[src/include/fspf_map.vh]
/*
  Constants for the status, protection and framing logic of the serial flash:
  opcodes, status bit positions, factory defaults and the busy count.
  Assumes it is included by bare name from the core file.
*/
`ifndef FSPF_MAP_VH
`define FSPF_MAP_VH

// ==========================================================================
// Opcodes
`define FSPF_OP_WREN 8'h06
`define FSPF_OP_WRDI 8'h04
`define FSPF_OP_RDSR1 8'h05
`define FSPF_OP_RDSR2 8'h35
`define FSPF_OP_WRSR 8'h01
`define FSPF_OP_PP 8'h02
`define FSPF_OP_QPP 8'h32
`define FSPF_OP_SE 8'h20
`define FSPF_OP_BE32 8'h52
`define FSPF_OP_BE64 8'hd8
`define FSPF_OP_CE1 8'hc7
`define FSPF_OP_CE2 8'h60
`define FSPF_OP_RDID 8'hab
`define FSPF_OP_MFID 8'h90
`define FSPF_OP_JDID 8'h9f

// ==========================================================================
// Status bit positions (S0..S9)
`define FSPF_S_BUSY 0
`define FSPF_S_WEL 1
`define FSPF_S_BP0 2
`define FSPF_S_BP2 4
`define FSPF_S_TB 5
`define FSPF_S_SEC 6
`define FSPF_S_PROTECT_MODE_LO 7
`define FSPF_S_PROTECT_MODE_HI 8
`define FSPF_S_QE 9

// ==========================================================================
// Factory default of the non-volatile image {qe,protect_mode_hi,protect_mode_lo,sec,tb,bp[2:0]}
`define FSPF_NV_DEFAULT 8'h00

// ==========================================================================
// Array operation kinds reported to the array
`define FSPF_K_PROG 3'h1
`define FSPF_K_ERASE4K 3'h2
`define FSPF_K_ERASE32K 3'h3
`define FSPF_K_ERASE64K 3'h4
`define FSPF_K_CHIP 3'h5
`define FSPF_K_STATUS 3'h6

// ==========================================================================
// Busy time of an internal write, in mclk_in cycles
`define FSPF_BUSY_CYC 16'd200

`endif

[src/core/fspf_status_protect.v]
/*
  Status register, write protection and instruction framing of a serial flash.
  Assumes an SPI host on cs_n/sclk/serial_in, all asynchronous to mclk_in,
  with sclk slow enough (period 400 ns) for mclk_in to see every edge.
*/
`timescale 1ns/1ps
`include "fspf_map.vh"

// ==========================================================================
// Summary of operation
// - Protect mode bits held at S8 and S7
// - Mode 00: guard pin ignored, latch enables write
// - Mode 01, guard low: status write rejected
// - Mode 01, guard high: write after latch set
// - Mode 10: locked until power cycle, then 00
// - Mode 11: status register permanently unwritable
// - Quad enable at S9, switches guard pins
// - Code 000 none; small unit 4K-32K ranges
// - 32 Mbit: 64KB to 2MB, 111 all
// - 16 Mbit: 64KB to 1MB, 11x all
// - Select fall starts; opcode first, MSB first
// - Select rise completes the instruction
// - Reads may end after any bit
// - Writes abandoned unless whole bytes clocked
// - While busy only first status read (05h) accepted
// - Identity codes for ABh, 90h, 9Fh
// - Write latch S1 set, cleared on completion
// - Busy flag S0 while internal write runs
// - Guard size bits at S4..S2, default zero
module fspf_status_protect #(
  parameter DENSITY_32M = 1,
  parameter [7:0] MAKER_CODE = 8'h5a,    // Arbitrary value
  parameter [7:0] PART_CODE8 = 8'h3c,    // Arbitrary value
  parameter [15:0] PART_CODE16 = 16'h6a17 // Arbitrary value
) (
  // Clock and reset (reset acts as power cycle)
  input wire mclk_in,
  input wire rst_in,
  // Serial bus from the host
  input wire cs_n_in,
  input wire sclk_in,
  input wire serial_in_in,
  output reg serial_out_out,
  output reg serial_out_oe_n_out,
  // Write guard pin
  input wire write_guard_n_in,
  // Non-volatile image {qe,protect_mode_hi,protect_mode_lo,sec,tb,bp[2:0]}
  input wire [7:0] nv_image_in,
  output wire [7:0] nv_image_out,
  // Status and mode
  output wire [7:0] status_low_byte_out,
  output wire [7:0] status_high_byte_out,
  output wire quad_mode_out,
  // Array operation request
  output reg array_start_out,
  output reg [2:0] array_kind_out,
  output reg [23:0] array_addr_out,
  output reg refused_out
);

  localparam AW = DENSITY_32M ? 22 : 21;

  // ========================================================================
  // Protection decode: size exponent of guarded range, 0 for none
  function [4:0] fspf_exp;
    input sec;
    input [2:0] bp;
    begin
      if (bp == 3'h0)
        fspf_exp = 5'd0;
      else if (DENSITY_32M != 0 && bp == 3'h7)
        fspf_exp = 5'd22;
      else if (DENSITY_32M == 0 && bp[2:1] == 2'h3)
        fspf_exp = 5'd21;
      else if (sec)
        fspf_exp = (bp[2]) ? 5'd15 : 5'd11 + {2'h0, bp};
      else
        fspf_exp = 5'd15 + {2'h0, bp};
    end
  endfunction

  // True when addr lies inside the guarded range
  function fspf_prot;
    input [23:0] addr;
    input sec;
    input tb;
    input [2:0] bp;
    reg [4:0] e;
    reg [21:0] a;
    reg [21:0] hi;
    begin
      e = fspf_exp(sec, bp);
      a = addr[21:0] >> e;
      hi = (22'h3fffff >> (22 - AW)) >> e;
      if (e == 5'd0)
        fspf_prot = 1'b0;
      else if (tb)
        fspf_prot = (a == 22'h0);
      else
        fspf_prot = (a == hi);
    end
  endfunction

  // ========================================================================
  // Pin synchronisers
  reg [1:0] cs_sync, ck_sync, di_sync, wp_sync;
  reg cs_d, ck_d;
  always @(posedge mclk_in) begin
    if (rst_in) begin
      cs_sync <= 2'h3;
      ck_sync <= 2'h0;
      di_sync <= 2'h0;
      wp_sync <= 2'h0;
      cs_d <= 1'b1;
      ck_d <= 1'b0;
    end else begin
      cs_sync <= {cs_sync[0], cs_n_in};
      ck_sync <= {ck_sync[0], sclk_in};
      di_sync <= {di_sync[0], serial_in_in};
      wp_sync <= {wp_sync[0], write_guard_n_in};
      cs_d <= cs_sync[1];
      ck_d <= ck_sync[1];
    end
  end

  wire cs_fall = cs_d & ~cs_sync[1];
  wire cs_rise = ~cs_d & cs_sync[1];
  wire ck_rise = ~cs_sync[1] & ~ck_d & ck_sync[1];
  wire ck_fall = ~cs_sync[1] & ck_d & ~ck_sync[1];

  // ========================================================================
  // Status bits
  reg busy, write_latch, protect_mode_hi, protect_mode_lo, sec, tb, qe;
  reg [2:0] bp;
  reg [15:0] busy_cnt;

  assign status_low_byte_out = {protect_mode_lo, sec, tb, bp, write_latch, busy};
  assign status_high_byte_out = {6'h00, qe, protect_mode_hi};
  assign nv_image_out = {qe, protect_mode_hi, protect_mode_lo, sec, tb, bp};
  assign quad_mode_out = qe;

  // ========================================================================
  // Framing: bit count, opcode, address and data capture
  reg [11:0] bit_cnt;
  reg [7:0] opcode;
  reg cmd_ok;
  reg [23:0] shift_in;
  reg [23:0] addr;
  reg [7:0] wr_lo, wr_hi;
  wire [23:0] next_shift = {shift_in[22:0], di_sync[1]};

  // Select fall opens a frame; bits shift in on sclk rise, MSB first
  always @(posedge mclk_in) begin
    if (rst_in) begin
      bit_cnt <= 12'h000;
      opcode <= 8'h00;
      cmd_ok <= 1'b0;
      shift_in <= 24'h000000;
      addr <= 24'h000000;
      wr_lo <= 8'h00;
      wr_hi <= 8'h00;
    end else if (cs_fall) begin
      bit_cnt <= 12'h000;
      cmd_ok <= 1'b0;
    end else if (ck_rise) begin
      shift_in <= next_shift;
      if (bit_cnt != 12'hfff)
        bit_cnt <= bit_cnt + 12'h001;
      if (bit_cnt == 12'd7) begin
        opcode <= next_shift[7:0];
        cmd_ok <= ~busy | (next_shift[7:0] == `FSPF_OP_RDSR1);
      end
      if (bit_cnt == 12'd15)
        wr_lo <= next_shift[7:0];
      if (bit_cnt == 12'd23)
        wr_hi <= next_shift[7:0];
      if (bit_cnt == 12'd31)
        addr <= next_shift;
    end
  end

  // ========================================================================
  // Read data: byte chosen by opcode and byte index
  wire [8:0] byte_idx = bit_cnt[11:3];
  reg [7:0] tx_byte;
  reg tx_on;
  always @* begin
    tx_byte = 8'h00;
    tx_on = 1'b0;
    case (opcode)
      `FSPF_OP_RDSR1: begin
        tx_byte = status_low_byte_out;
        tx_on = (byte_idx != 9'd0);
      end
      `FSPF_OP_RDSR2: begin
        tx_byte = status_high_byte_out;
        tx_on = (byte_idx != 9'd0);
      end
      `FSPF_OP_RDID: begin
        tx_byte = PART_CODE8;
        tx_on = (byte_idx >= 9'd4);
      end
      `FSPF_OP_MFID: begin
        tx_byte = byte_idx[0] ? PART_CODE8 : MAKER_CODE;
        tx_on = (byte_idx >= 9'd4);
      end
      `FSPF_OP_JDID: begin
        tx_on = (byte_idx != 9'd0);
        case (byte_idx)
          9'd1: tx_byte = MAKER_CODE;
          9'd2: tx_byte = PART_CODE16[15:8];
          9'd3: tx_byte = PART_CODE16[7:0];
          default: tx_byte = 8'h00;
        endcase
      end
      default: tx_on = 1'b0;
    endcase
  end

  // Output bit changes on sclk fall; released as soon as select rises
  always @(posedge mclk_in) begin
    if (rst_in) begin
      serial_out_out <= 1'b0;
      serial_out_oe_n_out <= 1'b1;
    end else if (cs_sync[1]) begin
      serial_out_oe_n_out <= 1'b1;
    end else if (ck_fall) begin
      serial_out_out <= tx_byte[3'h7 - bit_cnt[2:0]];
      serial_out_oe_n_out <= ~(tx_on & cmd_ok);
    end
  end

  // ========================================================================
  // Completion at select rise
  wire aligned = (bit_cnt[2:0] == 3'h0) && (bit_cnt != 12'h000);
  wire [1:0] pmode = {protect_mode_hi, protect_mode_lo};
  wire guard_open = wp_sync[1] | qe; // Quad line 2 replaces the guard pin
  wire sr_ok = write_latch && (pmode == 2'b00 || (pmode == 2'b01 && guard_open));
  wire hit = fspf_prot(addr, sec, tb, bp);
  reg go;
  reg deny;
  reg [2:0] kind;
  always @* begin
    go = 1'b0;
    deny = 1'b0;
    kind = `FSPF_K_PROG;
    if (cs_rise && cmd_ok && aligned) begin
      case (opcode)
        `FSPF_OP_WRSR: begin
          kind = `FSPF_K_STATUS;
          if (bit_cnt == 12'd16 || bit_cnt == 12'd24) begin
            go = sr_ok;
            deny = ~sr_ok;
          end
        end
        `FSPF_OP_PP, `FSPF_OP_QPP: begin
          kind = `FSPF_K_PROG;
          if (bit_cnt >= 12'd40 && write_latch) begin
            go = ~hit;
            deny = hit;
          end
        end
        `FSPF_OP_SE, `FSPF_OP_BE32, `FSPF_OP_BE64: begin
          kind = (opcode == `FSPF_OP_SE) ? `FSPF_K_ERASE4K :
                 (opcode == `FSPF_OP_BE32) ? `FSPF_K_ERASE32K : `FSPF_K_ERASE64K;
          if (bit_cnt == 12'd32 && write_latch) begin
            go = ~hit;
            deny = hit;
          end
        end
        `FSPF_OP_CE1, `FSPF_OP_CE2: begin
          kind = `FSPF_K_CHIP;
          if (bit_cnt == 12'd8 && write_latch) begin
            go = (bp == 3'h0);
            deny = (bp != 3'h0);
          end
        end
        default: go = 1'b0;
      endcase
    end
  end

  // Status register, write latch and busy timer
  always @(posedge mclk_in) begin
    if (rst_in) begin
      busy <= 1'b0;
      write_latch <= 1'b0;
      busy_cnt <= 16'h0000;
      {qe, sec, tb, bp} <= {nv_image_in[7], nv_image_in[4:0]};
      if (nv_image_in[6:5] == 2'b10)
        {protect_mode_hi, protect_mode_lo} <= 2'b00;
      else
        {protect_mode_hi, protect_mode_lo} <= nv_image_in[6:5];
    end else if (busy) begin
      if (busy_cnt == 16'h0001) begin
        busy <= 1'b0;
        write_latch <= 1'b0;
      end
      busy_cnt <= busy_cnt - 16'h0001;
    end else if (go) begin
      busy <= 1'b1;
      busy_cnt <= `FSPF_BUSY_CYC;
      if (opcode == `FSPF_OP_WRSR) begin
        {protect_mode_lo, sec, tb, bp} <= wr_lo[7:2];
        if (bit_cnt == 12'd24) begin
          qe <= wr_hi[1];
          protect_mode_hi <= wr_hi[0];
        end
      end
    end else if (cs_rise && cmd_ok && bit_cnt == 12'd8) begin
      if (opcode == `FSPF_OP_WREN)
        write_latch <= 1'b1;
      else if (opcode == `FSPF_OP_WRDI)
        write_latch <= 1'b0;
    end
  end

  // Array request pulse and refusal pulse
  always @(posedge mclk_in) begin
    if (rst_in) begin
      array_start_out <= 1'b0;
      array_kind_out <= 3'h0;
      array_addr_out <= 24'h000000;
      refused_out <= 1'b0;
    end else begin
      array_start_out <= go && (kind != `FSPF_K_STATUS);
      refused_out <= deny;
      if (go) begin
        array_kind_out <= kind;
        array_addr_out <= addr;
      end
    end
  end

endmodule // fspf_status_protect

[config.mk]
export PLATFORM = sky130hd
export DESIGN_NAME = fspf_status_protect
export DESIGN_NICKNAME = d
export VERILOG_FILES = /design/src/core/fspf_status_protect.v
export VERILOG_INCLUDE_DIRS = /design/src /design/src/include
export SDC_FILE = /design/constraint.sdc
export NUM_CORES = 1
export LEC_CHECK = 0
export BUFFER_PORTS_ARGS = -buffer_cell sky130_fd_sc_hd__buf_4
export CORE_MARGIN = 2
export CORE_UTILIZATION = 30
export DETAILED_ROUTE_END_ITERATION = 6
export RECOVER_POWER = 50
export SYNTH_ARGS = -nofsm -noshare
export SYNTH_HDL_FRONTEND = slang
export SYNTH_SLANG_ARGS = --single-unit
[constraint.sdc]
create_clock -name mclk_in -period 5.3 [get_ports mclk_in]
set_input_delay 0.53 -clock mclk_in [delete_from_list [all_inputs] [get_ports mclk_in]]
set_output_delay 0.53 -clock mclk_in [all_outputs]
set_load 0.02 [all_outputs]
==> impl_metrics.env <==
export IMPL_grtUsageTotal=0.168
export IMPL_die_area_sq_um=27400
export IMPL_synth_cells=965
export IMPL_max_freq_mhz=214
export IMPL_crit_top_cell="o21ai_2"
export IMPL_io_pins=70
export IMPL_cp_end_kind="flip-flop"
export IMPL_fin_crit_ns=4.67
export IMPL_fin_crit_sh=0.881
export IMPL_clk_latency_ns=0.43
export IMPL_finalWeightedCongestion=0.933
export IMPL_pwr_share_seq=0.419
export IMPL_hold_buffers=0
export IMPL_areaGrowthSynthToFinish_pct=13.3
export IMPL_hold_depth=2
export IMPL_crit_type="reg2reg"
export IMPL_grt_pass1_vias=6632
export IMPL_drc_errors=0
export IMPL_internal_power_uw=1950
export IMPL_avgSynthCellArea_sq_um=8.10
export IMPL_die_w_um=165
export IMPL_worstPathMaxFanout=19
export IMPL_clockPowerShare=0.479
export IMPL_rsz0062_at_grt="false"
export IMPL_startpoint_type="flip-flop"
export IMPL_cts_sinks=143
export IMPL_synth_main_ff_cell="dfxtp_1"
export IMPL_antenna_found_initial=0
export IMPL_drt_first_pass_iters=5
export IMPL_final_nets=1009
export IMPL_multiInputGateArea_sq_um=4400
export IMPL_ys_ff_latch=143
export IMPL_grt_remaining_overflow=0
export IMPL_final_common_cell="nand2_1"
export IMPL_tns_ns=0
export IMPL_start_util=0.303
export IMPL_route_vias_total=7088
export IMPL_slew_violations=67
export IMPL_post_cts_buffers=0
export IMPL_r2r_end="busy_cnt[12]"
export IMPL_diodes=0
export IMPL_cts_clk_slew_worst_paths_ns=0.06
export IMPL_coreArea_sq_um=25800
export IMPL_finalPower_uw=2630
export IMPL_worst_slew_pin_slew_ns=2.98
export IMPL_required_ns=5.60
export IMPL_hold_start="cs_n_in"
export IMPL_synth_distinct_cells=77
export IMPL_cts_buffer_depth=2
export IMPL_rows=59
export IMPL_drt_total_wl_mm=22.5
export IMPL_cp_slowest_cell="or4_4"
export IMPL_switchingPower_uw=684
export IMPL_die_height_um=165
export IMPL_hpwl_mm=16.0
export IMPL_root_buffer="clkbuf_16"
export IMPL_crit_arrival_ns=4.97
export IMPL_regArea_sq_um=2940
export IMPL_hold_path_class="in2reg"
export IMPL_numCtsBuffers=17
export IMPL_rr_startpoint="bp[0]"
export IMPL_peakVddDrop_v=0.000239
export IMPL_via_per_inst=5.31
export IMPL_async_flop_share=0
export IMPL_grt_max_degree=70
export IMPL_cts_tree="done"
export IMPL_reg2regPathDepth=15
export IMPL_filler_cell_count=2761
export IMPL_drv_cap=1
export IMPL_p_comb_frac=0.102
export IMPL_p_leak_uw=0.00326
export IMPL_path_buf_inv=3
export IMPL_layout_common_cells="nand2_1, dfxtp_1, nor2_1, a21oi_1, mux2i_1"
export IMPL_outcome="finished with violations"
export IMPL_final_hold_viol_count=0
export IMPL_ctsResizeCount=0
export IMPL_grt_first_pass_wirelength_mm=35.8
export IMPL_crit_chain="clkbuf_1 > ha_1 > o21ai_2 > o21ai_2 > buf_4 > mux2i_1 > a22oi_1 > o211a_2 > a221oi_2 > o2111ai_1 > or4_4 > a31oi_4 > buf_12 > nand2b_1 > a311oi_1"
export IMPL_max_stage_delay_ns=0.59
export IMPL_cts_htree_levels=4
export IMPL_yosys_warnings=0
export IMPL_relSlewSlack=-0.984
export IMPL_fin_skew_ns=0.00749
export IMPL_io_buffers=63
export IMPL_antenna_left=0
export IMPL_violations="capacitance limit, slew limit"
export IMPL_synthesis_area_sq_um=7820
export IMPL_drive_above_1_share=0.0940
export IMPL_cp_top_family="compound AO/OA/AOI/OAI gates"
export IMPL_final_cell_area_sq_um=8860
export IMPL_r2r_slack_ns=0.63
export IMPL_yosysSeqAreaShare=0.376
export IMPL_p_sw_frac=0.260
export IMPL_setup_viol=0
export IMPL_drtIter0Drc=552
export IMPL_placed_cell_area_sq_um=8430
export IMPL_synth_edff_count=8
export IMPL_power_density_nw_per_um2=297
export IMPL_routedWlPerCell_um=16.9
export IMPL_hold_path_end="cs_sync[0]"
-- sequential cells by signal, indices dropped and copies added, names as in the netlist, 3 cells and up --
name,cells
addr,24
array_addr_out,24
array_kind_out,3
bit_cnt,12
bp,3
busy_cnt,16
opcode,8
shift_in,23
wr_lo,6
-- synthesized netlist by cell type, types with 11 or more instances --
| cell type | number | area (sq um) |
|---|---|---|
| nand3_1 | 21 | 105 |
| nand2b_1 | 13 | 81.3 |
| o211ai_1 | 11 | 82.6 |
| a21oi_1 | 95 | 475 |
| nor3_1 | 22 | 110 |
| buf_4 | 23 | 173 |
| a211oi_1 | 14 | 105 |
| dfxtp_1 | 135 | 2700 |
| nand4_1 | 16 | 100 |
| or2_2 | 12 | 75.1 |
| nand2_1 | 152 | 571 |
| o21ai_0 | 25 | 125 |
| mux2i_1 | 57 | 571 |
| nor2b_1 | 25 | 156 |
| clkbuf_1 | 43 | 161 |
| nor2_1 | 96 | 360 |
| inv_1 | 17 | 63.8 |
-- per-stage QoR --
step | instances | setup WS (ns) | util | hold WS [ns]
after floorplan | 970 | 1.15 | - | 0.389
after global placement | 1303 | 0.861 | 0.326 | 0.394
after detailed placement | 1303 | 0.928 | 0.326 | 0.394
after CTS | 1335 | 0.894 | 0.350 | 0.262
after global routing | 1335 | 0.300 | 0.343 | 0.273
final | 1335 | 0.632 | 0.343 | 0.282
-- layout make-up --
type                            instances  share of cell area
Inverter                               17             0.00720
Tap cell                              335              0.0473
Multi-Input combinational cell        731               0.497
Timing Repair Buffer                   77              0.0466
Sequential cell                       143               0.332
Clock inverter                         14              0.0203
Clock buffer                           18              0.0496
-- worst max path at each step --
stage	from	end	cells past startpoint
floorplan	bp[0]	bp[0]	15
global placement	bp[1]	bp[0]	15
detailed placement	bp[1]	bp[0]	15
CTS	bp[1]	busy_cnt[12]	16
global route	bp[0]	busy_cnt[12]	15
finish	bp[0]	busy_cnt[12]	15
-- per-layer routing --
layer  track usage  part of all wire
met1         0.221              0.46
met2         0.270              0.46
met3        0.0392             0.059
met4        0.0580             0.020
met5             0                 0
-- cell families after synthesis --
family,share of synthesized area
fa+ha+maj,0.0128
compound gates,0.192
buf+inv,0.0648
xor+xnor,0.0123
other cells,0.000480
mux,0.0922
simple gates,0.249
flops,0.376
-- worst reg2reg max path: stages (launching register included) --
cell	delay, ns
edfxtp_1	0.34
clkbuf_1	0.49
ha_1	0.47
o21ai_2	0.15
o21ai_2	0.20
buf_4	0.32
mux2i_1	0.39
a22oi_1	0.18
o211a_2	0.20
a221oi_2	0.27
o2111ai_1	0.12
or4_4	0.59
a31oi_4	0.24
buf_12	0.20
nand2b_1	0.13
a311oi_1	0.26
-- power groups by stage --
stage          combinational, uW  sequential (uW)  clock [uW]
6_report                     268             1100        1260
5_1_grt                      285             1100        1340
4_1_cts                      269             1100        1290
3_5_place_dp                 268             1130           0
3_3_place_gp                 275             1130           0
2_1_floorplan                203             1120           0
Note: power is estimated with default switching activity, not from simulation.
